[config.mk]
export PLATFORM = sky130hd
export DESIGN_NAME = tcr_translation_control
export DESIGN_NICKNAME = d
export VERILOG_FILES = /design/src/hdl/tcr_pkg.sv /design/src/hdl/tcr_translation_control.sv
export SDC_FILE = /design/constraint.sdc
export NUM_CORES = 1
export LEC_CHECK = 0
export ABC_AREA = 1
export BUFFER_PORTS_ARGS = -buffer_cell sky130_fd_sc_hd__buf_2
export CORE_ASPECT_RATIO = 0.8
export CORE_MARGIN = 5
export CORE_UTILIZATION = 55
export DETAILED_ROUTE_END_ITERATION = 16
export PLACE_DENSITY = 0.8
export SYNTH_ARGS = -nofsm -noshare
export SYNTH_HDL_FRONTEND = slang
export SYNTH_SLANG_ARGS = --single-unit
[constraint.sdc]
create_clock -name CLK_SYS -period 10 [get_ports CLK_SYS]
set_clock_uncertainty 0.1 [all_clocks]
set_input_delay 1 -clock CLK_SYS [delete_from_list [all_inputs] [get_ports CLK_SYS]]
set_output_delay 1 -clock CLK_SYS [all_outputs]
set_load 0.1 [all_outputs]
[src/hdl/tcr_pkg.sv]
/*
  Constants, field positions and codes for the translation control
  register block. Assumes one 50 MHz clock and an AXI4-Lite master.
*/
package tcr_pkg;
  // ---------------------------------------------------------------
  // register map
  // ---------------------------------------------------------------
  localparam logic [11:0] TCR_OFF_TRANSLATION_CONTROL = 12'h000;
  localparam logic [11:0] TCR_OFF_BANK_CONFIG         = 12'h004;
  localparam logic [11:0] TCR_OFF_STATUS              = 12'h008;
  localparam logic [31:0] TCR_RST_TRANSLATION_CONTROL = 32'h0000_0000;
  localparam logic [4:0]  TCR_RST_BANK_CONFIG         = 5'h00;
  // ---------------------------------------------------------------
  // translation control fields
  // ---------------------------------------------------------------
  localparam int TCR_B_EXT_DESC     = 31;
  localparam int TCR_B_UP_NS        = 30;
  localparam int TCR_B_UP_SH        = 28;
  localparam int TCR_B_UP_OUTER     = 26;
  localparam int TCR_B_UP_INNER     = 24;
  localparam int TCR_B_UP_DIS       = 23;
  localparam int TCR_B_ASID_SEL     = 22;
  localparam int TCR_B_UP_OFF       = 16;
  localparam int TCR_B_LO_GRAN      = 14;
  localparam int TCR_B_LO_NS        = 14;
  localparam int TCR_B_LO_SH        = 12;
  localparam int TCR_B_LO_OUTER     = 10;
  localparam int TCR_B_LO_INNER     = 8;
  localparam int TCR_B_LO_DIS       = 7;
  localparam int TCR_B_UP_DIS_SHORT = 5;
  localparam int TCR_B_LO_DIS_SHORT = 4;
  localparam int TCR_B_UP_GRAN      = 30;
  localparam int TCR_B_LO_OFF       = 0;
  // ---------------------------------------------------------------
  // bank configuration fields
  // ---------------------------------------------------------------
  localparam int CFG_B_64BIT   = 0;
  localparam int CFG_B_STAGE2  = 1;
  localparam int CFG_B_HYP     = 2;
  localparam int CFG_B_MONITOR = 3;
  localparam int CFG_B_SECURE  = 4;
  // ---------------------------------------------------------------
  // attribute and granule codes
  // ---------------------------------------------------------------
  typedef enum logic [1:0] {
    TCR_SH_NON = 2'h0, TCR_SH_UNPRED = 2'h1,
    TCR_SH_OUTER = 2'h2, TCR_SH_INNER = 2'h3
  } tcr_share_t;
  typedef enum logic [1:0] {
    TCR_C_NONE = 2'h0, TCR_C_WB_WA = 2'h1,
    TCR_C_WT = 2'h2, TCR_C_WB_NOWA = 2'h3
  } tcr_cache_t;
  typedef enum logic [1:0] {
    TCR_G_4K = 2'h0, TCR_G_16K = 2'h1, TCR_G_64K = 2'h2
  } tcr_gran_t;
  localparam logic [6:0] TCR_VA32_LOG2 = 7'h20;
  localparam logic [6:0] TCR_BANK_64BIT_ADDRESS_LOG2 = 7'h40;
  localparam logic [1:0] AXI_OKAY      = 2'h0;
  localparam logic [1:0] AXI_SLVERR    = 2'h2;
endpackage

[src/hdl/tcr_translation_control.sv]
/*
  Translation control register of one context bank with its AXI4-Lite
  slave and the TLB miss decision path.
  Assumes a single clock, synchronous inputs and a miss requester that
  samples the result outputs on the MISS_DONE pulse.
*/
`timescale 1ns/1ps
`default_nettype none
module tcr_translation_control
  import tcr_pkg::*;
(
  input  wire logic        CLK_SYS,
  input  wire logic        SYS_RST,
  input  wire logic [11:0] AWADDR,
  input  wire logic        AWVALID,
  output var  logic        AWREADY,
  input  wire logic [31:0] WDATA,
  input  wire logic [3:0]  WSTRB,
  input  wire logic        WVALID,
  output var  logic        WREADY,
  output var  logic [1:0]  BRESP,
  output var  logic        BVALID,
  input  wire logic        BREADY,
  input  wire logic [11:0] ARADDR,
  input  wire logic        ARVALID,
  output var  logic        ARREADY,
  output var  logic [31:0] RDATA,
  output var  logic [1:0]  RRESP,
  output var  logic        RVALID,
  input  wire logic        RREADY,
  input  wire logic        MISS_REQ,
  input  wire logic        MISS_UPPER,
  output var  logic        MISS_DONE,
  output var  logic        MISS_WALK,
  output var  logic        MISS_FAULT,
  output var  logic        MISS_NS,
  output var  logic [1:0]  MISS_SH,
  output var  logic [1:0]  MISS_OUTER,
  output var  logic [1:0]  MISS_INNER,
  output var  logic [1:0]  MISS_GRANULE,
  output var  logic [6:0]  MISS_REGION_LOG2,
  output var  logic        ASID_FROM_UPPER,
  output var  logic        LONG_DESC
);

  // ---------------------------------------------------------------
  // granule decoding
  // ---------------------------------------------------------------
  // reserved codes act as 4KB; readback keeps the written code
  function automatic tcr_gran_t gran_decode(input logic [1:0] code,
                                            input logic       upper);
    tcr_gran_t g;
    g = TCR_G_4K;
    if (upper) begin
      unique case (code)
        2'h1:    g = TCR_G_16K;
        2'h3:    g = TCR_G_64K;
        default: g = TCR_G_4K;
      endcase
    end else begin
      unique case (code)
        2'h1:    g = TCR_G_64K;
        2'h2:    g = TCR_G_16K;
        default: g = TCR_G_4K;
      endcase
    end
    return g;
  endfunction

  // ---------------------------------------------------------------
  // storage
  // ---------------------------------------------------------------
  logic [31:0] translation_control_r;
  logic [31:0] translation_control_nxt;
  logic [4:0]  bank_config_r;
  logic [4:0]  bank_config_nxt;
  logic        aw_hold_r;
  logic        aw_hold_nxt;
  logic [11:0] aw_addr_r;
  logic        w_hold_r;
  logic        w_hold_nxt;
  logic [31:0] w_data_r;
  logic [3:0]  w_strb_r;
  logic        awready_r;
  logic        wready_r;
  logic        bvalid_r;
  logic        bvalid_nxt;
  logic [1:0]  bresp_r;
  logic        arready_r;
  logic        rvalid_r;
  logic        rvalid_nxt;
  logic [31:0] rdata_r;
  logic [1:0]  rresp_r;
  logic        miss_done_r;
  logic        miss_walk_r;
  logic        miss_fault_r;
  logic        miss_ns_r;
  logic [1:0]  miss_sh_r;
  logic [1:0]  miss_outer_r;
  logic [1:0]  miss_inner_r;
  logic [1:0]  miss_gran_r;
  logic [6:0]  miss_log2_r;
  logic        asid_upper_r;
  logic        long_desc_r;
  logic        last_fault_r;
  logic        last_fault_nxt;

  // ---------------------------------------------------------------
  // field views
  // ---------------------------------------------------------------
  wire logic [31:0] tc = translation_control_r;
  wire logic        bank_64bit_address = bank_config_r[CFG_B_64BIT];
  wire logic        stage2_context     = bank_config_r[CFG_B_STAGE2];
  wire logic        hypervisor_context = bank_config_r[CFG_B_HYP];
  wire logic        monitor_context    = bank_config_r[CFG_B_MONITOR];
  wire logic        secure_bank        = bank_config_r[CFG_B_SECURE];

  // effective long-descriptor select
  wire logic extended_descriptor_select = tc[TCR_B_EXT_DESC];
  wire logic eff_long = extended_descriptor_select | stage2_context
                      | hypervisor_context | bank_64bit_address;

  // long-layout walk disables are meaningless here and are ignored
  wire logic dis_ignored = ~eff_long | hypervisor_context;

  wire logic upper_walk_disable = tc[TCR_B_UP_DIS];
  wire logic lower_walk_disable = tc[TCR_B_LO_DIS];
  wire logic upper_walk_disable_short = tc[TCR_B_UP_DIS_SHORT];
  wire logic lower_walk_disable_short = tc[TCR_B_LO_DIS_SHORT];

  wire logic up_dis_eff = eff_long
    ? (~dis_ignored & upper_walk_disable)
    : upper_walk_disable_short;
  wire logic lo_dis_eff = eff_long
    ? (~dis_ignored & lower_walk_disable)
    : lower_walk_disable_short;

  // non-secure banks always walk non-secure
  wire logic upper_walk_nonsecure = tc[TCR_B_UP_NS];
  wire logic lower_walk_nonsecure = tc[TCR_B_LO_NS];
  wire logic up_ns_eff = secure_bank ? upper_walk_nonsecure : 1'b1;
  wire logic lo_ns_eff = secure_bank ? lower_walk_nonsecure : 1'b1;

  wire logic [1:0] upper_walk_shareability = tc[TCR_B_UP_SH +: 2];
  wire logic [1:0] lower_walk_shareability = tc[TCR_B_LO_SH +: 2];
  wire logic [1:0] upper_walk_outer_cache  = tc[TCR_B_UP_OUTER +: 2];
  wire logic [1:0] lower_walk_outer_cache  = tc[TCR_B_LO_OUTER +: 2];
  wire logic [1:0] upper_walk_inner_cache  = tc[TCR_B_UP_INNER +: 2];
  wire logic [1:0] lower_walk_inner_cache  = tc[TCR_B_LO_INNER +: 2];

  wire logic asid_source_select = tc[TCR_B_ASID_SEL];

  // region size offsets per layout
  wire logic [5:0] upper_region_size_offset = bank_64bit_address
    ? tc[TCR_B_UP_OFF +: 6]
    : {3'h0, tc[TCR_B_UP_OFF +: 3]};
  wire logic [5:0] lower_region_size_offset = bank_64bit_address
    ? tc[TCR_B_LO_OFF +: 6]
    : {3'h0, tc[TCR_B_LO_OFF +: 3]};
  wire logic [6:0] va_log2 = bank_64bit_address ? TCR_BANK_64BIT_ADDRESS_LOG2
                                                 : TCR_VA32_LOG2;
  wire logic [6:0] up_log2 = va_log2 - {1'b0, upper_region_size_offset};
  wire logic [6:0] lo_log2 = va_log2 - {1'b0, lower_region_size_offset};

  // granules exist only in the 64-bit layout
  wire logic upper_gran_applies = ~stage2_context & ~hypervisor_context
                                & ~monitor_context;
  wire logic [1:0] upper_granule = tc[TCR_B_UP_GRAN +: 2];
  wire logic [1:0] lower_granule = tc[TCR_B_LO_GRAN +: 2];
  wire tcr_gran_t lo_gran = gran_decode(lower_granule, 1'b0);
  wire tcr_gran_t up_gran = upper_gran_applies
    ? gran_decode(upper_granule, 1'b1) : lo_gran;
  wire tcr_gran_t up_gran_eff = bank_64bit_address ? up_gran : TCR_G_4K;
  wire tcr_gran_t lo_gran_eff = bank_64bit_address ? lo_gran : TCR_G_4K;

  // ---------------------------------------------------------------
  // miss decision, sampled from the register as it stands
  // ---------------------------------------------------------------
  wire logic miss_dis = MISS_UPPER ? up_dis_eff : lo_dis_eff;
  assign last_fault_nxt = MISS_REQ ? miss_dis : last_fault_r;

  always_ff @(posedge CLK_SYS or posedge SYS_RST) begin
    if (SYS_RST) begin
      miss_done_r  <= 1'b0;
      miss_walk_r  <= 1'b0;
      miss_fault_r <= 1'b0;
    end else begin
      miss_done_r  <= MISS_REQ;
      miss_walk_r  <= MISS_REQ & ~miss_dis;
      miss_fault_r <= MISS_REQ & miss_dis;
    end
  end

  always_ff @(posedge CLK_SYS or posedge SYS_RST) begin
    if (SYS_RST) begin
      miss_ns_r    <= 1'b0;
      miss_sh_r    <= 2'h0;
      miss_outer_r <= 2'h0;
      miss_inner_r <= 2'h0;
      miss_gran_r  <= 2'h0;
      miss_log2_r  <= 7'h00;
    end else if (MISS_REQ) begin
      miss_ns_r    <= MISS_UPPER ? up_ns_eff : lo_ns_eff;
      miss_sh_r    <= MISS_UPPER ? upper_walk_shareability
                                 : lower_walk_shareability;
      miss_outer_r <= MISS_UPPER ? upper_walk_outer_cache
                                 : lower_walk_outer_cache;
      miss_inner_r <= MISS_UPPER ? upper_walk_inner_cache
                                 : lower_walk_inner_cache;
      miss_gran_r  <= MISS_UPPER ? up_gran_eff : lo_gran_eff;
      miss_log2_r  <= MISS_UPPER ? up_log2 : lo_log2;
    end
  end

  always_ff @(posedge CLK_SYS or posedge SYS_RST) begin
    if (SYS_RST) begin
      asid_upper_r <= 1'b0;
      long_desc_r  <= 1'b0;
      last_fault_r <= 1'b0;
    end else begin
      asid_upper_r <= asid_source_select;
      long_desc_r  <= eff_long;
      last_fault_r <= last_fault_nxt;
    end
  end

  // ---------------------------------------------------------------
  // bus write channel
  // ---------------------------------------------------------------
  wire logic aw_take  = AWVALID & awready_r;
  wire logic w_take   = WVALID & wready_r;
  wire logic do_write = aw_hold_r & w_hold_r & ~bvalid_r;
  wire logic wr_tc    = do_write & (aw_addr_r == TCR_OFF_TRANSLATION_CONTROL);
  wire logic wr_cfg   = do_write & (aw_addr_r == TCR_OFF_BANK_CONFIG);
  wire logic wr_ok    = wr_tc | wr_cfg | (aw_addr_r == TCR_OFF_STATUS);

  assign aw_hold_nxt = aw_take | (aw_hold_r & ~do_write);
  assign w_hold_nxt  = w_take | (w_hold_r & ~do_write);
  assign bvalid_nxt  = do_write | (bvalid_r & ~BREADY);

  genvar lane;
  generate
    for (lane = 0; lane < 4; lane++) begin : g_lane
      assign translation_control_nxt[lane*8 +: 8] =
        (wr_tc & w_strb_r[lane]) ? w_data_r[lane*8 +: 8]
                                 : translation_control_r[lane*8 +: 8];
    end
  endgenerate
  assign bank_config_nxt = (wr_cfg & w_strb_r[0]) ? w_data_r[4:0]
                                                  : bank_config_r;

  always_ff @(posedge CLK_SYS or posedge SYS_RST) begin
    if (SYS_RST) begin
      translation_control_r <= TCR_RST_TRANSLATION_CONTROL;
      bank_config_r         <= TCR_RST_BANK_CONFIG;
    end else begin
      translation_control_r <= translation_control_nxt;
      bank_config_r         <= bank_config_nxt;
    end
  end

  always_ff @(posedge CLK_SYS or posedge SYS_RST) begin
    if (SYS_RST) begin
      aw_hold_r <= 1'b0;
      w_hold_r  <= 1'b0;
      awready_r <= 1'b0;
      wready_r  <= 1'b0;
      bvalid_r  <= 1'b0;
      bresp_r   <= AXI_OKAY;
    end else begin
      aw_hold_r <= aw_hold_nxt;
      w_hold_r  <= w_hold_nxt;
      awready_r <= ~aw_hold_nxt & ~bvalid_nxt;
      wready_r  <= ~w_hold_nxt & ~bvalid_nxt;
      bvalid_r  <= bvalid_nxt;
      if (do_write) begin
        bresp_r <= wr_ok ? AXI_OKAY : AXI_SLVERR;
      end
    end
  end

  always_ff @(posedge CLK_SYS or posedge SYS_RST) begin
    if (SYS_RST) begin
      aw_addr_r <= 12'h000;
      w_data_r  <= 32'h0000_0000;
      w_strb_r  <= 4'h0;
    end else begin
      if (aw_take) begin
        aw_addr_r <= {AWADDR[11:2], 2'h0};
      end
      if (w_take) begin
        w_data_r <= WDATA;
        w_strb_r <= WSTRB;
      end
    end
  end

  // ---------------------------------------------------------------
  // bus read channel
  // ---------------------------------------------------------------
  wire logic [11:0] rd_addr = {ARADDR[11:2], 2'h0};
  wire logic        ar_take = ARVALID & arready_r;
  // long-layout disables read as zero only in hypervisor context; other ignored cases read back as written
  wire logic [31:0] tc_read = tc & ~({31'h0, dis_ignored & eff_long}
                              << TCR_B_LO_DIS)
                              & ~({31'h0, dis_ignored & eff_long}
                              << TCR_B_UP_DIS);
  wire logic [31:0] status_word = {24'h0, last_fault_r, lo_ns_eff,
                                   up_ns_eff, lo_dis_eff, up_dis_eff,
                                   asid_source_select, bank_64bit_address,
                                   eff_long};
  wire logic        rd_hit_tc  = (rd_addr == TCR_OFF_TRANSLATION_CONTROL);
  wire logic        rd_hit_cfg = (rd_addr == TCR_OFF_BANK_CONFIG);
  wire logic        rd_hit_st  = (rd_addr == TCR_OFF_STATUS);
  wire logic [31:0] rd_word = rd_hit_tc  ? tc_read
                            : rd_hit_cfg ? {27'h0, bank_config_r}
                            : rd_hit_st  ? status_word
                            : 32'h0000_0000;
  assign rvalid_nxt = ar_take | (rvalid_r & ~RREADY);

  always_ff @(posedge CLK_SYS or posedge SYS_RST) begin
    if (SYS_RST) begin
      arready_r <= 1'b0;
      rvalid_r  <= 1'b0;
      rdata_r   <= 32'h0000_0000;
      rresp_r   <= AXI_OKAY;
    end else begin
      arready_r <= ~rvalid_nxt;
      rvalid_r  <= rvalid_nxt;
      if (ar_take) begin
        rdata_r <= rd_word;
        rresp_r <= (rd_hit_tc | rd_hit_cfg | rd_hit_st) ? AXI_OKAY
                                                        : AXI_SLVERR;
      end
    end
  end

  // ---------------------------------------------------------------
  // outputs
  // ---------------------------------------------------------------
  assign AWREADY          = awready_r;
  assign WREADY           = wready_r;
  assign BVALID           = bvalid_r;
  assign BRESP            = bresp_r;
  assign ARREADY          = arready_r;
  assign RVALID           = rvalid_r;
  assign RDATA            = rdata_r;
  assign RRESP            = rresp_r;
  assign MISS_DONE        = miss_done_r;
  assign MISS_WALK        = miss_walk_r;
  assign MISS_FAULT       = miss_fault_r;
  assign MISS_NS          = miss_ns_r;
  assign MISS_SH          = miss_sh_r;
  assign MISS_OUTER       = miss_outer_r;
  assign MISS_INNER       = miss_inner_r;
  assign MISS_GRANULE     = miss_gran_r;
  assign MISS_REGION_LOG2 = miss_log2_r;
  assign ASID_FROM_UPPER  = asid_upper_r;
  assign LONG_DESC        = long_desc_r;

endmodule
`default_nettype wire

==> flow_metrics.env, run 1 <==
export IMPL_synth_edf_count=0
export IMPL_clkLatencyLatePin_ps=430
export IMPL_start_util_pct=56.53
export IMPL_required_ps=10200
export IMPL_tns_ps=0
export IMPL_design_area_sq_mm=0.007501
export IMPL_syn_inst=697
export IMPL_routed_wl_mm=15.72
export IMPL_vias_per_cell=5.368
export IMPL_rsz0062_at_grt="no"
export IMPL_antennaDiodeCount=0
export IMPL_wl_per_cell_um=16.22
export IMPL_tightest_slew_ps=1077
export IMPL_placed_cell_area_sq_mm=0.006875
export IMPL_synthArstFlopShare_pct=100.0
export IMPL_slew_viol_final=0
export IMPL_fin_nets=883
export IMPL_cts_hold_buf=0
export IMPL_outcome="completed"
export IMPL_firstDrtPassIters=6
export IMPL_cts_buffers=17
export IMPL_io_buffers=124
export IMPL_cp_end_kind="flip-flop"
export IMPL_rows=34
export IMPL_worstSetupPathType="in2reg"
export IMPL_cts_setup_buffers=0
export IMPL_relSlewSlack_pct=27.93
export IMPL_grt_use_total_pct=23.99
export IMPL_preCtsSetupSlack_ps=6314
export IMPL_cts_tree="done"
export IMPL_slowest_delay_ps=830
export IMPL_finalSetupViolCount=0
export IMPL_max_freq_ghz=0.2974
export IMPL_grt_max_degree=79
export IMPL_finalHoldViolations=0
export IMPL_clock_sinks=146
export IMPL_antenna_found_initial=0
export IMPL_grt_pass1_wl_mm=25.27
export IMPL_syn2layout_area_growth_pct=20.89
export IMPL_root_buffer="clkbuf_16"
export IMPL_hp_class="reg2reg"
export IMPL_ioPinCount=131
export IMPL_first_iter_violations=527
export IMPL_final_antenna_net_count=0
export IMPL_min_period_over_period_pct=33.63
export IMPL_layout_common_cells="nand2_1, dfrtp_1, buf_2"
export IMPL_crit_chain="buf_2 -> nor2_1 -> nand2_1 -> nor2_1 -> nand2_1 -> o31ai_1"
export IMPL_post_cts_resized=0
export IMPL_ir_drop_v=0.0002464
export IMPL_synth_area_sq_mm=0.006205
export IMPL_via_count=5202
export IMPL_cts_max_level=4
export IMPL_core_area_sq_mm=0.01098
export IMPL_ys_seq_area_share_pct=58.88
export IMPL_synth_warnings=0
export IMPL_fin_ws_ps=6637
export IMPL_leakagePower_nw=3.856
export IMPL_drive_above_1_share_pct=24.12
export IMPL_powerDensity_mw_per_mm2=278.9
export IMPL_clk_pin_slew_worst_paths_ps=50
export IMPL_grt_overflow=0
export IMPL_drc=0
export IMPL_grt_pass1_vias=5118
export IMPL_syn_area_per_cell_sq_um=8.902
export IMPL_die_h_um=105
export IMPL_slowest_stage="nand2_1"
export IMPL_final_common_cell="nand2_1"
export IMPL_dieArea_sq_mm=0.01352
export IMPL_hpwl_mm=10.67
export IMPL_synthFlopType="dfrtp_1"
export IMPL_place_congestion=0.8869
export IMPL_critPathLaunchType="input pin"
export IMPL_crit_fanout=24
export IMPL_yosys_cell_types_count=28
export IMPL_cts_max_path_buffers=2
export IMPL_die_x_um=128.8
export IMPL_synth_seq_cells=146
export IMPL_drv_cap=0
export IMPL_period_minus_slack_ps=3363
export IMPL_cp_arrival_ps=3570
-- flip-flops by register name (all words and copies together) (netlist names), 2 cells and up --
name	cells
bank_config_r	5
MISS_GRANULE	2
MISS_SH	2
MISS_OUTER	2
tc	32
w_data_r	32
MISS_INNER	2
MISS_REGION_LOG2	7
RDATA	32
aw_addr_r	10
w_strb_r	4
-- report_power, final --
group / switching, W / leakage [nW] / internal, W
registers: 0.0000926 / 1.91 / 0.000746
clock network: 0.000240 / 0.302 / 0.000425
logic: 0.000456 / 1.64 / 0.000131
total: 0.000789 / 3.86 / 0.00130
-- layout make-up --
type                    instances  area, sq um
inverters                      61        234.0
repair buffers                127        643.1
flip-flops and latches        146         3654
fillers                       871         3475
well taps                     144        180.2
clock buffers                  24        501.7
clock inverters                 8        123.9
multi-input cells             459         2165
-- final timing paths --
path                                       start                       end  slack [ps]  cells past startpoint
min in group asynchronous                SYS_RST         ARREADY$_DFF_PP0_         570                      2
min                        RDATA[17]$_DFFE_PP0P_     RDATA[17]$_DFFE_PP0P_         380                      2
max reg2reg                    ARREADY$_DFF_PP0_     RDATA[23]$_DFFE_PP0P_        7920                      5
max                                   ARADDR[11]     RDATA[21]$_DFFE_PP0P_        6640                      6
min reg2reg                RDATA[17]$_DFFE_PP0P_     RDATA[17]$_DFFE_PP0P_         380                      2
max in group asynchronous                SYS_RST  w_data_r[18]$_DFFE_PP0P_        7870                      3
-- cell usage after synthesis, types with 2 or more instances --
| master | instances | area [sq um] |
|---|---|---|
| o21ai_2 | 32 | 280.3 |
| a21oi_1 | 5 | 25.02 |
| inv_1 | 60 | 225.2 |
| nand3_2 | 4 | 40.04 |
| o31ai_1 | 9 | 67.56 |
| buf_6 | 4 | 45.04 |
| nand2_1 | 243 | 912.1 |
| buf_2 | 3 | 15.01 |
| buf_4 | 2 | 15.01 |
| nor2_1 | 35 | 131.4 |
| nand4_1 | 2 | 12.51 |
| dfrtp_1 | 146 | 3654 |
| nand3_1 | 34 | 170.2 |
| nand3b_1 | 2 | 15.01 |
| clkbuf_1 | 23 | 86.33 |
| ha_1 | 2 | 25.02 |
| a31oi_1 | 4 | 25.02 |
| o21ai_0 | 76 | 380.4 |
| or2_2 | 2 | 12.51 |
-- kinds of logic (layout without fill, tap and decap cells) --
family | Yosys count | count (layout) | share of synthesized area [%]
other cells | 1 | 2 | 0.06044
fa+ha+maj | 2 | 2 | 0.4032
flops | 146 | 146 | 58.88
buf+inv | 93 | 220 | 6.291
simple gates | 326 | 326 | 21.46
xor+xnor | 1 | 1 | 0.1412
compound gates | 128 | 128 | 12.76
-- stage by stage --
step | hold slack [ps] | std cells | util, % | total power (W)
2_1_floorplan | 295.3 | 698 | - | 0.001285
3_5_place_dp | 360.3 | 937 | 62.64 | 0.001425
3_3_place_gp | 344.9 | 937 | 62.64 | 0.001398
4_1_cts | 374.5 | 969 | 68.34 | 0.002098
6_report | 378.1 | 969 | 68.34 | 0.002092
5_1_grt | 403.2 | 969 | 68.34 | 0.002197
-- layer usage --
metal | vias up | global-route usage, % | wire [um]
li1 | 2452 | - | -
met1 | 2456 | 32.29 | 6598
met2 | 261 | 37.46 | 7367
met3 | 33 | 6.578 | 1419
met4 | 0 | 8.771 | 330
met5 | - | 0 | 0
-- critical path, delay by kind of cell --
family	cells	cell delay, ps
AND/OR/NAND/NOR	4	1990
buffers and inverters	1	90
AO/OA/AOI/OAI	1	470
No activity file was read; power rests on OpenSTA's default activity.
==> run 2, diff against run 1 <==
--- a/config.mk
+++ b/config.mk
@@ -9,9 +9,9 @@
 export BUFFER_PORTS_ARGS = -buffer_cell sky130_fd_sc_hd__buf_2
 export CORE_ASPECT_RATIO = 0.8
 export CORE_MARGIN = 5
-export CORE_UTILIZATION = 55
+export CORE_UTILIZATION = 49
 export DETAILED_ROUTE_END_ITERATION = 16
-export PLACE_DENSITY = 0.8
+export PLACE_DENSITY = 0.76
 export SYNTH_ARGS = -nofsm -noshare
 export SYNTH_HDL_FRONTEND = slang
 export SYNTH_SLANG_ARGS = --single-unit
==> constraint.sdc (replaced) <==
create_clock -name CLK_SYS -period 2.9 [get_ports CLK_SYS]
set_clock_uncertainty 0.1 [all_clocks]
set_input_delay 0.29 -clock CLK_SYS [delete_from_list [all_inputs] [get_ports CLK_SYS]]
set_output_delay 0.29 -clock CLK_SYS [all_outputs]
set_load 0.1 [all_outputs]
==> run 2 against run 1 <==
Against the previous run: utilization is 3.8 points lower; largest cell class unchanged; highest routed layer unchanged; combinational power grew to 3.5 times the previous value; first-iteration DRC count is 9.1% lower; count of clock-buffer cells in the layout is 6 lower; sequential power grew to 3.4 times the previous value; largest power group unchanged; cell count is 6.7% higher.
==> flow_metrics.env, run 2 (synthesis gave the netlist of run 1 again) <==
export IMPL_outcome="completed"
export IMPL_reg2reg_to="tc[21]$_DFFE_PP0P_"
export IMPL_ioPinCount=131
export IMPL_required_ps=3080
export IMPL_rrSetupSlack_ps=840
export IMPL_place_congestion=0.8999
export IMPL_clk_pin_slew_worst_paths_ps=60
export IMPL_vias_per_cell=5.015
export IMPL_finalSetupViolCount=0
export IMPL_grt_pass1_vias=5090
export IMPL_start_util_pct=50.46
export IMPL_preCtsSetupSlack_ps=732.1
export IMPL_final_common_cell="nand2_1"
export IMPL_worstSetupPathType="reg2reg"
export IMPL_rows=36
export IMPL_dieArea_sq_mm=0.01503
export IMPL_busiest_layer="met2"
export IMPL_critPathLaunchType="flip-flop"
export IMPL_grt_use_met3_pct=5.263
export IMPL_relSlewSlack_pct=37.16
export IMPL_powerDensity_mw_per_mm2=915.9
export IMPL_crit_fanout=16
export IMPL_drc=0
export IMPL_antennaDiodeCount=0
export IMPL_path_delay_family="simple AND/OR/NAND/NOR gates"
export IMPL_tns_ps=0
export IMPL_syn2layout_area_growth_pct=27.91
export IMPL_firstDrtPassIters=5
export IMPL_use_met1_pct=30.54
export IMPL_p_sw_w=0.002752
export IMPL_slowest_stage="nand3_2"
export IMPL_p_comb_share_pct=28.3
export IMPL_grt_overflow=0
export IMPL_internal_power_w=0.004517
export IMPL_final_antenna_net_count=0
export IMPL_max_freq_ghz=0.4854
export IMPL_core_area_sq_mm=0.01230
export IMPL_holdPathStages=3
export IMPL_p_clk_share_pct=32.0
export IMPL_grt_max_degree=69
export IMPL_root_buffer="clkbuf_16"
export IMPL_ir_drop_v=0.0007132
export IMPL_hold_slack_ps=2.629
export IMPL_min_period_over_period_pct=71.03
export IMPL_slew_viol_final=0
export IMPL_routed_wl_mm=15.57
export IMPL_layout_common_cells="nand2_1, dfrtp_1, buf_2"
export IMPL_hpwl_mm=10.63
export IMPL_cp_num_buf_inv=1
export IMPL_first_iter_violations=479
export IMPL_die_h_um=110.7
export IMPL_cp_arrival_ps=2240
export IMPL_min_to="w_data_r[24]$_DFFE_PP0P_"
export IMPL_drv_cap=0
export IMPL_netSwitchingFraction_pct=37.86
export IMPL_rsz0062_at_grt="no"
export IMPL_cts_max_path_buffers=2
export IMPL_min_delay_start="WDATA[24]"
export IMPL_slowest_delay_ps=430
export IMPL_post_cts_resized=0
export IMPL_crit_chain="inv_1 -> nand3_1 -> nor3_2 -> nand3_2 -> nand2_1 -> o21ai_2"
export IMPL_wl_per_cell_um=15.06
export IMPL_grt_use_met2_pct=32.63
export IMPL_leakagePower_nw=4.018
export IMPL_clock_sinks=146
export IMPL_via_count=5186
export IMPL_drive_above_1_share_pct=23.64
export IMPL_p_seq_share_pct=39.7
export IMPL_cts_setup_buffers=0
export IMPL_cp_end_kind="flip-flop"
export IMPL_reg2reg_from="BVALID$_DFF_PP0_"
export IMPL_io_buffers=124
export IMPL_cts_max_level=4
export IMPL_rr_worst_depth=6
export IMPL_clkLatencyLatePin_ps=410
export IMPL_tightest_slew_ps=941.5
export IMPL_grt_pass1_wl_mm=25.54
export IMPL_total_power_w=0.007269
export IMPL_cts_tree="done"
export IMPL_finalHoldViolations=0
export IMPL_grt_use_total_pct=21.30
export IMPL_hp_class="in2reg"
export IMPL_cts_buffers=17
export IMPL_antenna_found_initial=0
export IMPL_fin_nets=921
export IMPL_fin_ws_ps=840.1
export IMPL_period_minus_slack_ps=2060
export IMPL_die_x_um=135.8
run 2: cell types whose count changed in the layout (fill, tap and decap cells not counted), sizes merged:
cell / change
bufinv: +1
dlygate4sd3: +34
clkinv: +2
clkbuf: -6
clkinvlp: +1
inv: +2
buf: +4
run 2: through the flow:
| step | cell area [sq um] | utilization, % | instances |
|---|---|---|---|
| 2_1_floorplan | 6212 | - | 698 |
| 3_3_place_gp | 6963 | 56.62 | 968 |
| 3_5_place_dp | 6963 | 56.62 | 968 |
| 4_1_cts | 7936 | 64.54 | 1034 |
| 5_1_grt | 7936 | 64.54 | 1034 |
| 6_report | 7936 | 64.54 | 1034 |
run 2: power groups by stage:
stage	combinational (W)	clock, W	sequential, W
after global placement	0.00197	0	0.00289
after detailed placement	0.00201	0	0.00291
after global routing	0.00225	0.00245	0.00294
final	0.00205	0.00233	0.00289
after floorplan	0.000947	0	0.00348
after CTS	0.00206	0.00236	0.00288
run 2: final cells by class:
class                   count  area, sq um
clock buffers              18        429.2
clock inverters            14        203.9
fillers                  1020         4360
inverters                  61        232.7
multi-input cells         459         2165
flip-flops and latches    146         3654
well taps                 171        214.0
repair buffers            165         1039
run 2: per-layer routing:
layer | vias up | part of all wire, %
li1 | 2534 | -
met1 | 2451 | 46
met4 | 0 | 1.3
met3 | 17 | 6.8
met5 | - | 0
met2 | 184 | 46
run 2: how the worst max path moves through the flow:
stage	from	endpoint	slack (ps)	depth (start not counted)
2_1_floorplan	SYS_RST	ARREADY$_DFF_PP0_	680	1
3_3_place_gp	ARADDR[11]	RDATA[20]$_DFFE_PP0P_	750	7
3_5_place_dp	ARADDR[11]	RDATA[15]$_DFFE_PP0P_	730	7
4_1_cts	BVALID$_DFF_PP0_	tc[21]$_DFFE_PP0P_	830	6
5_1_grt	BVALID$_DFF_PP0_	tc[21]$_DFFE_PP0P_	660	6
6_report	BVALID$_DFF_PP0_	tc[21]$_DFFE_PP0P_	840	6
run 2: worst reg2reg max path, cell delays in order (launching register included):
cell and delay (ps):
dfrtp_1 380, inv_1 90, nand3_1 200, nor3_2 420, nand3_2 430, nand2_1 230
o21ai_2 80
run 2: what timing repair did:
item | in CTS | in global routing
hold buffers | 34 | 0
setup endpoints to repair | 0 | 0
endpoints found under the hold margin | 51 | 0
==> run 3, diff against run 2 <==
--- a/config.mk
+++ b/config.mk
@@ -9,9 +9,9 @@
 export BUFFER_PORTS_ARGS = -buffer_cell sky130_fd_sc_hd__buf_2
 export CORE_ASPECT_RATIO = 0.8
 export CORE_MARGIN = 5
-export CORE_UTILIZATION = 49
+export CORE_UTILIZATION = 54
 export DETAILED_ROUTE_END_ITERATION = 16
-export PLACE_DENSITY = 0.76
+export PLACE_DENSITY = 0.79
 export SYNTH_ARGS = -nofsm -noshare
 export SYNTH_HDL_FRONTEND = slang
 export SYNTH_SLANG_ARGS = --single-unit
==> constraint.sdc (replaced) <==
create_clock -name CLK_SYS -period 2 [get_ports CLK_SYS]
set_clock_uncertainty 0.1 [all_clocks]
set_input_delay 0.2 -clock CLK_SYS [delete_from_list [all_inputs] [get_ports CLK_SYS]]
set_output_delay 0.2 -clock CLK_SYS [all_outputs]
set_load 0.1 [all_outputs]
==> run 3 against run 2 <==
Against the previous run: global-route usage increased by 3.8 points; first-iteration DRC count decreased by 10%; setup slack got worse by 750 ps; cell count increased by 0.48%; die area decreased by 8.5%; design area increased by 2.3%; sequential cell count unchanged.
==> flow_metrics.env, run 3 (synthesis gave the netlist of run 1 again) <==
export IMPL_outcome="completed"
export IMPL_leakagePower_nw=4.120
export IMPL_critPathLaunchType="flip-flop"
export IMPL_powerDensity_mw_per_mm2=1295
export IMPL_critPathLaunch="aw_addr_r[6]$_DFFE_PP0P_"
export IMPL_root_buffer="clkbuf_16"
export IMPL_cts_setup_buffers=0
export IMPL_hp_class="in2reg"
export IMPL_grt_pass1_vias=5352
export IMPL_drv_cap=0
export IMPL_antennaDiodeCount=0
export IMPL_rrSetupSlack_ps=90
export IMPL_post_cts_resized=0
export IMPL_clock_sinks=146
export IMPL_die_h_um=105.9
export IMPL_final_antenna_net_count=0
export IMPL_routed_wl_mm=16.49
export IMPL_period_minus_slack_ps=1908
export IMPL_rsz0062_at_grt="no"
export IMPL_reg2reg_from="aw_addr_r[6]$_DFFE_PP0P_"
export IMPL_grt_max_degree=147
export IMPL_clkLatencyLatePin_ps=430
export IMPL_tightest_slew_ps=752.5
export IMPL_reg2reg_to="tc[29]$_DFFE_PP0P_"
export IMPL_rows=35
export IMPL_fin_nets=949
export IMPL_core_area_sq_mm=0.01139
export IMPL_nFillCells=851
export IMPL_max_freq_ghz=0.5242
export IMPL_dp_cells=956
export IMPL_cp_end_kind="flip-flop"
export IMPL_wl_per_cell_um=15.87
export IMPL_start_util_pct=54.49
export IMPL_placed_cell_area_sq_mm=0.007004
export IMPL_cts_tree="done"
export IMPL_dieArea_sq_mm=0.01375
export IMPL_endpoint="tc[29]$_DFFE_PP0P_"
export IMPL_vias_per_cell=5.264
export IMPL_first_iter_violations=431
export IMPL_slowest_delay_ps=410
export IMPL_required_ps=2210
export IMPL_grt_overflow=0
export IMPL_crit_chain="or2_2 -> nor3_4 -> nand3_2 -> buf_4 -> nand2_1 -> o21ai_2"
export IMPL_preCtsSetupSlack_ps=200.4
export IMPL_die_x_um=129.8
export IMPL_finalSetupViolCount=0
export IMPL_worstSetupPathType="reg2reg"
export IMPL_min_period_over_period_pct=95.38
export IMPL_drc=0
export IMPL_clk_pin_slew_worst_paths_ps=60
export IMPL_hold_slack_ps=30.56
export IMPL_ioPinCount=131
export IMPL_via_count=5469
export IMPL_cts_max_path_buffers=2
export IMPL_drive_above_1_share_pct=24.13
export IMPL_finalHoldViolations=0
export IMPL_design_area_sq_mm=0.008118
export IMPL_antenna_found_initial=0
export IMPL_io_buffers=124
export IMPL_firstDrtPassIters=5
export IMPL_relSlewSlack_pct=49.83
export IMPL_syn2layout_area_growth_pct=30.83
export IMPL_total_power_w=0.01051
export IMPL_layout_common_cells="nand2_1, dfrtp_1, buf_2"
export IMPL_final_common_cell="nand2_1"
export IMPL_cts_max_level=4
export IMPL_slew_viol_final=0
export IMPL_fin_ws_ps=92.46
export IMPL_ir_drop_v=0.001212
export IMPL_cts_buffers=17
export IMPL_rr_worst_depth=6
export IMPL_cp_arrival_ps=2120
export IMPL_slowest_stage="nor3_4"
export IMPL_crit_fanout=16
export IMPL_grt_pass1_wl_mm=26.61
export IMPL_register_area_sq_mm=0.003654
export IMPL_grt_use_total_pct=25.06
export IMPL_hpwl_mm=10.83
export IMPL_multi_input_area_sq_mm=0.002165
export IMPL_finalNonFillerCells=1039
export IMPL_place_congestion=0.9101
==> run 3: worst min path at each step <==
stage | start | end | cells after the start
floorplan | MISS_REQ | MISS_DONE$_DFF_PP0_ | 0
global placement | AWADDR[10] | aw_addr_r[10]$_DFFE_PP0P_ | 3
detailed placement | AWADDR[7] | aw_addr_r[7]$_DFFE_PP0P_ | 3
CTS | MISS_REQ | MISS_DONE$_DFF_PP0_ | 2
global route | MISS_REQ | MISS_DONE$_DFF_PP0_ | 2
finish | MISS_REQ | MISS_DONE$_DFF_PP0_ | 2
==> run 3: metal layers <==
layer	vias up	track usage [%]	share of wire, %
met5	-	0	0
met4	0	9.792	2.5
met3	43	6.282	8.7
met2	258	39.37	47
met1	2586	33.55	42
li1	2582	-	-
==> run 3: final cells by class <==
| cell class | count | area share [%] |
|---|---|---|
| timing repair buffer | 193 | 15.75 |
| tap | 148 | 2.281 |
| clock inverter | 13 | 1.973 |
| clock buffer | 19 | 5.456 |
| multi-input combinational | 459 | 26.66 |
| sequential | 146 | 45.01 |
| inverter | 61 | 2.867 |
==> run 3: what timing repair did <==
| action | 4_1_cts | 5_1_grt |
|---|---|---|
| setup endpoints to repair | 0 | 0 |
| hold endpoints to repair | 196 | 0 |
| hold buffers | 51 | 0 |
==> run 3: worst max-delay path, delay by kind of cell, from the launching register on <==
family	cells	cell delay, ps
and+or+nand+nor	4	990
DFF	1	390
buffers and inverters	1	240
AOI/OAI and AO/OA	1	50
==> run 3: metrics by stage <==
step | setup TNS (ps) | utilization (%)
after detailed placement | 0 | 61.52
after global placement | 0 | 61.52
after CTS | 0 | 71.30
final | 0 | 71.30
after floorplan | -24280 | -
after global routing | 0 | 71.30
==> run 3: report_power, final <==
group,internal [W],switching (W)
sequential,0.00373,0.000462
clock,0.00199,0.00123
combinational,0.000753,0.00234
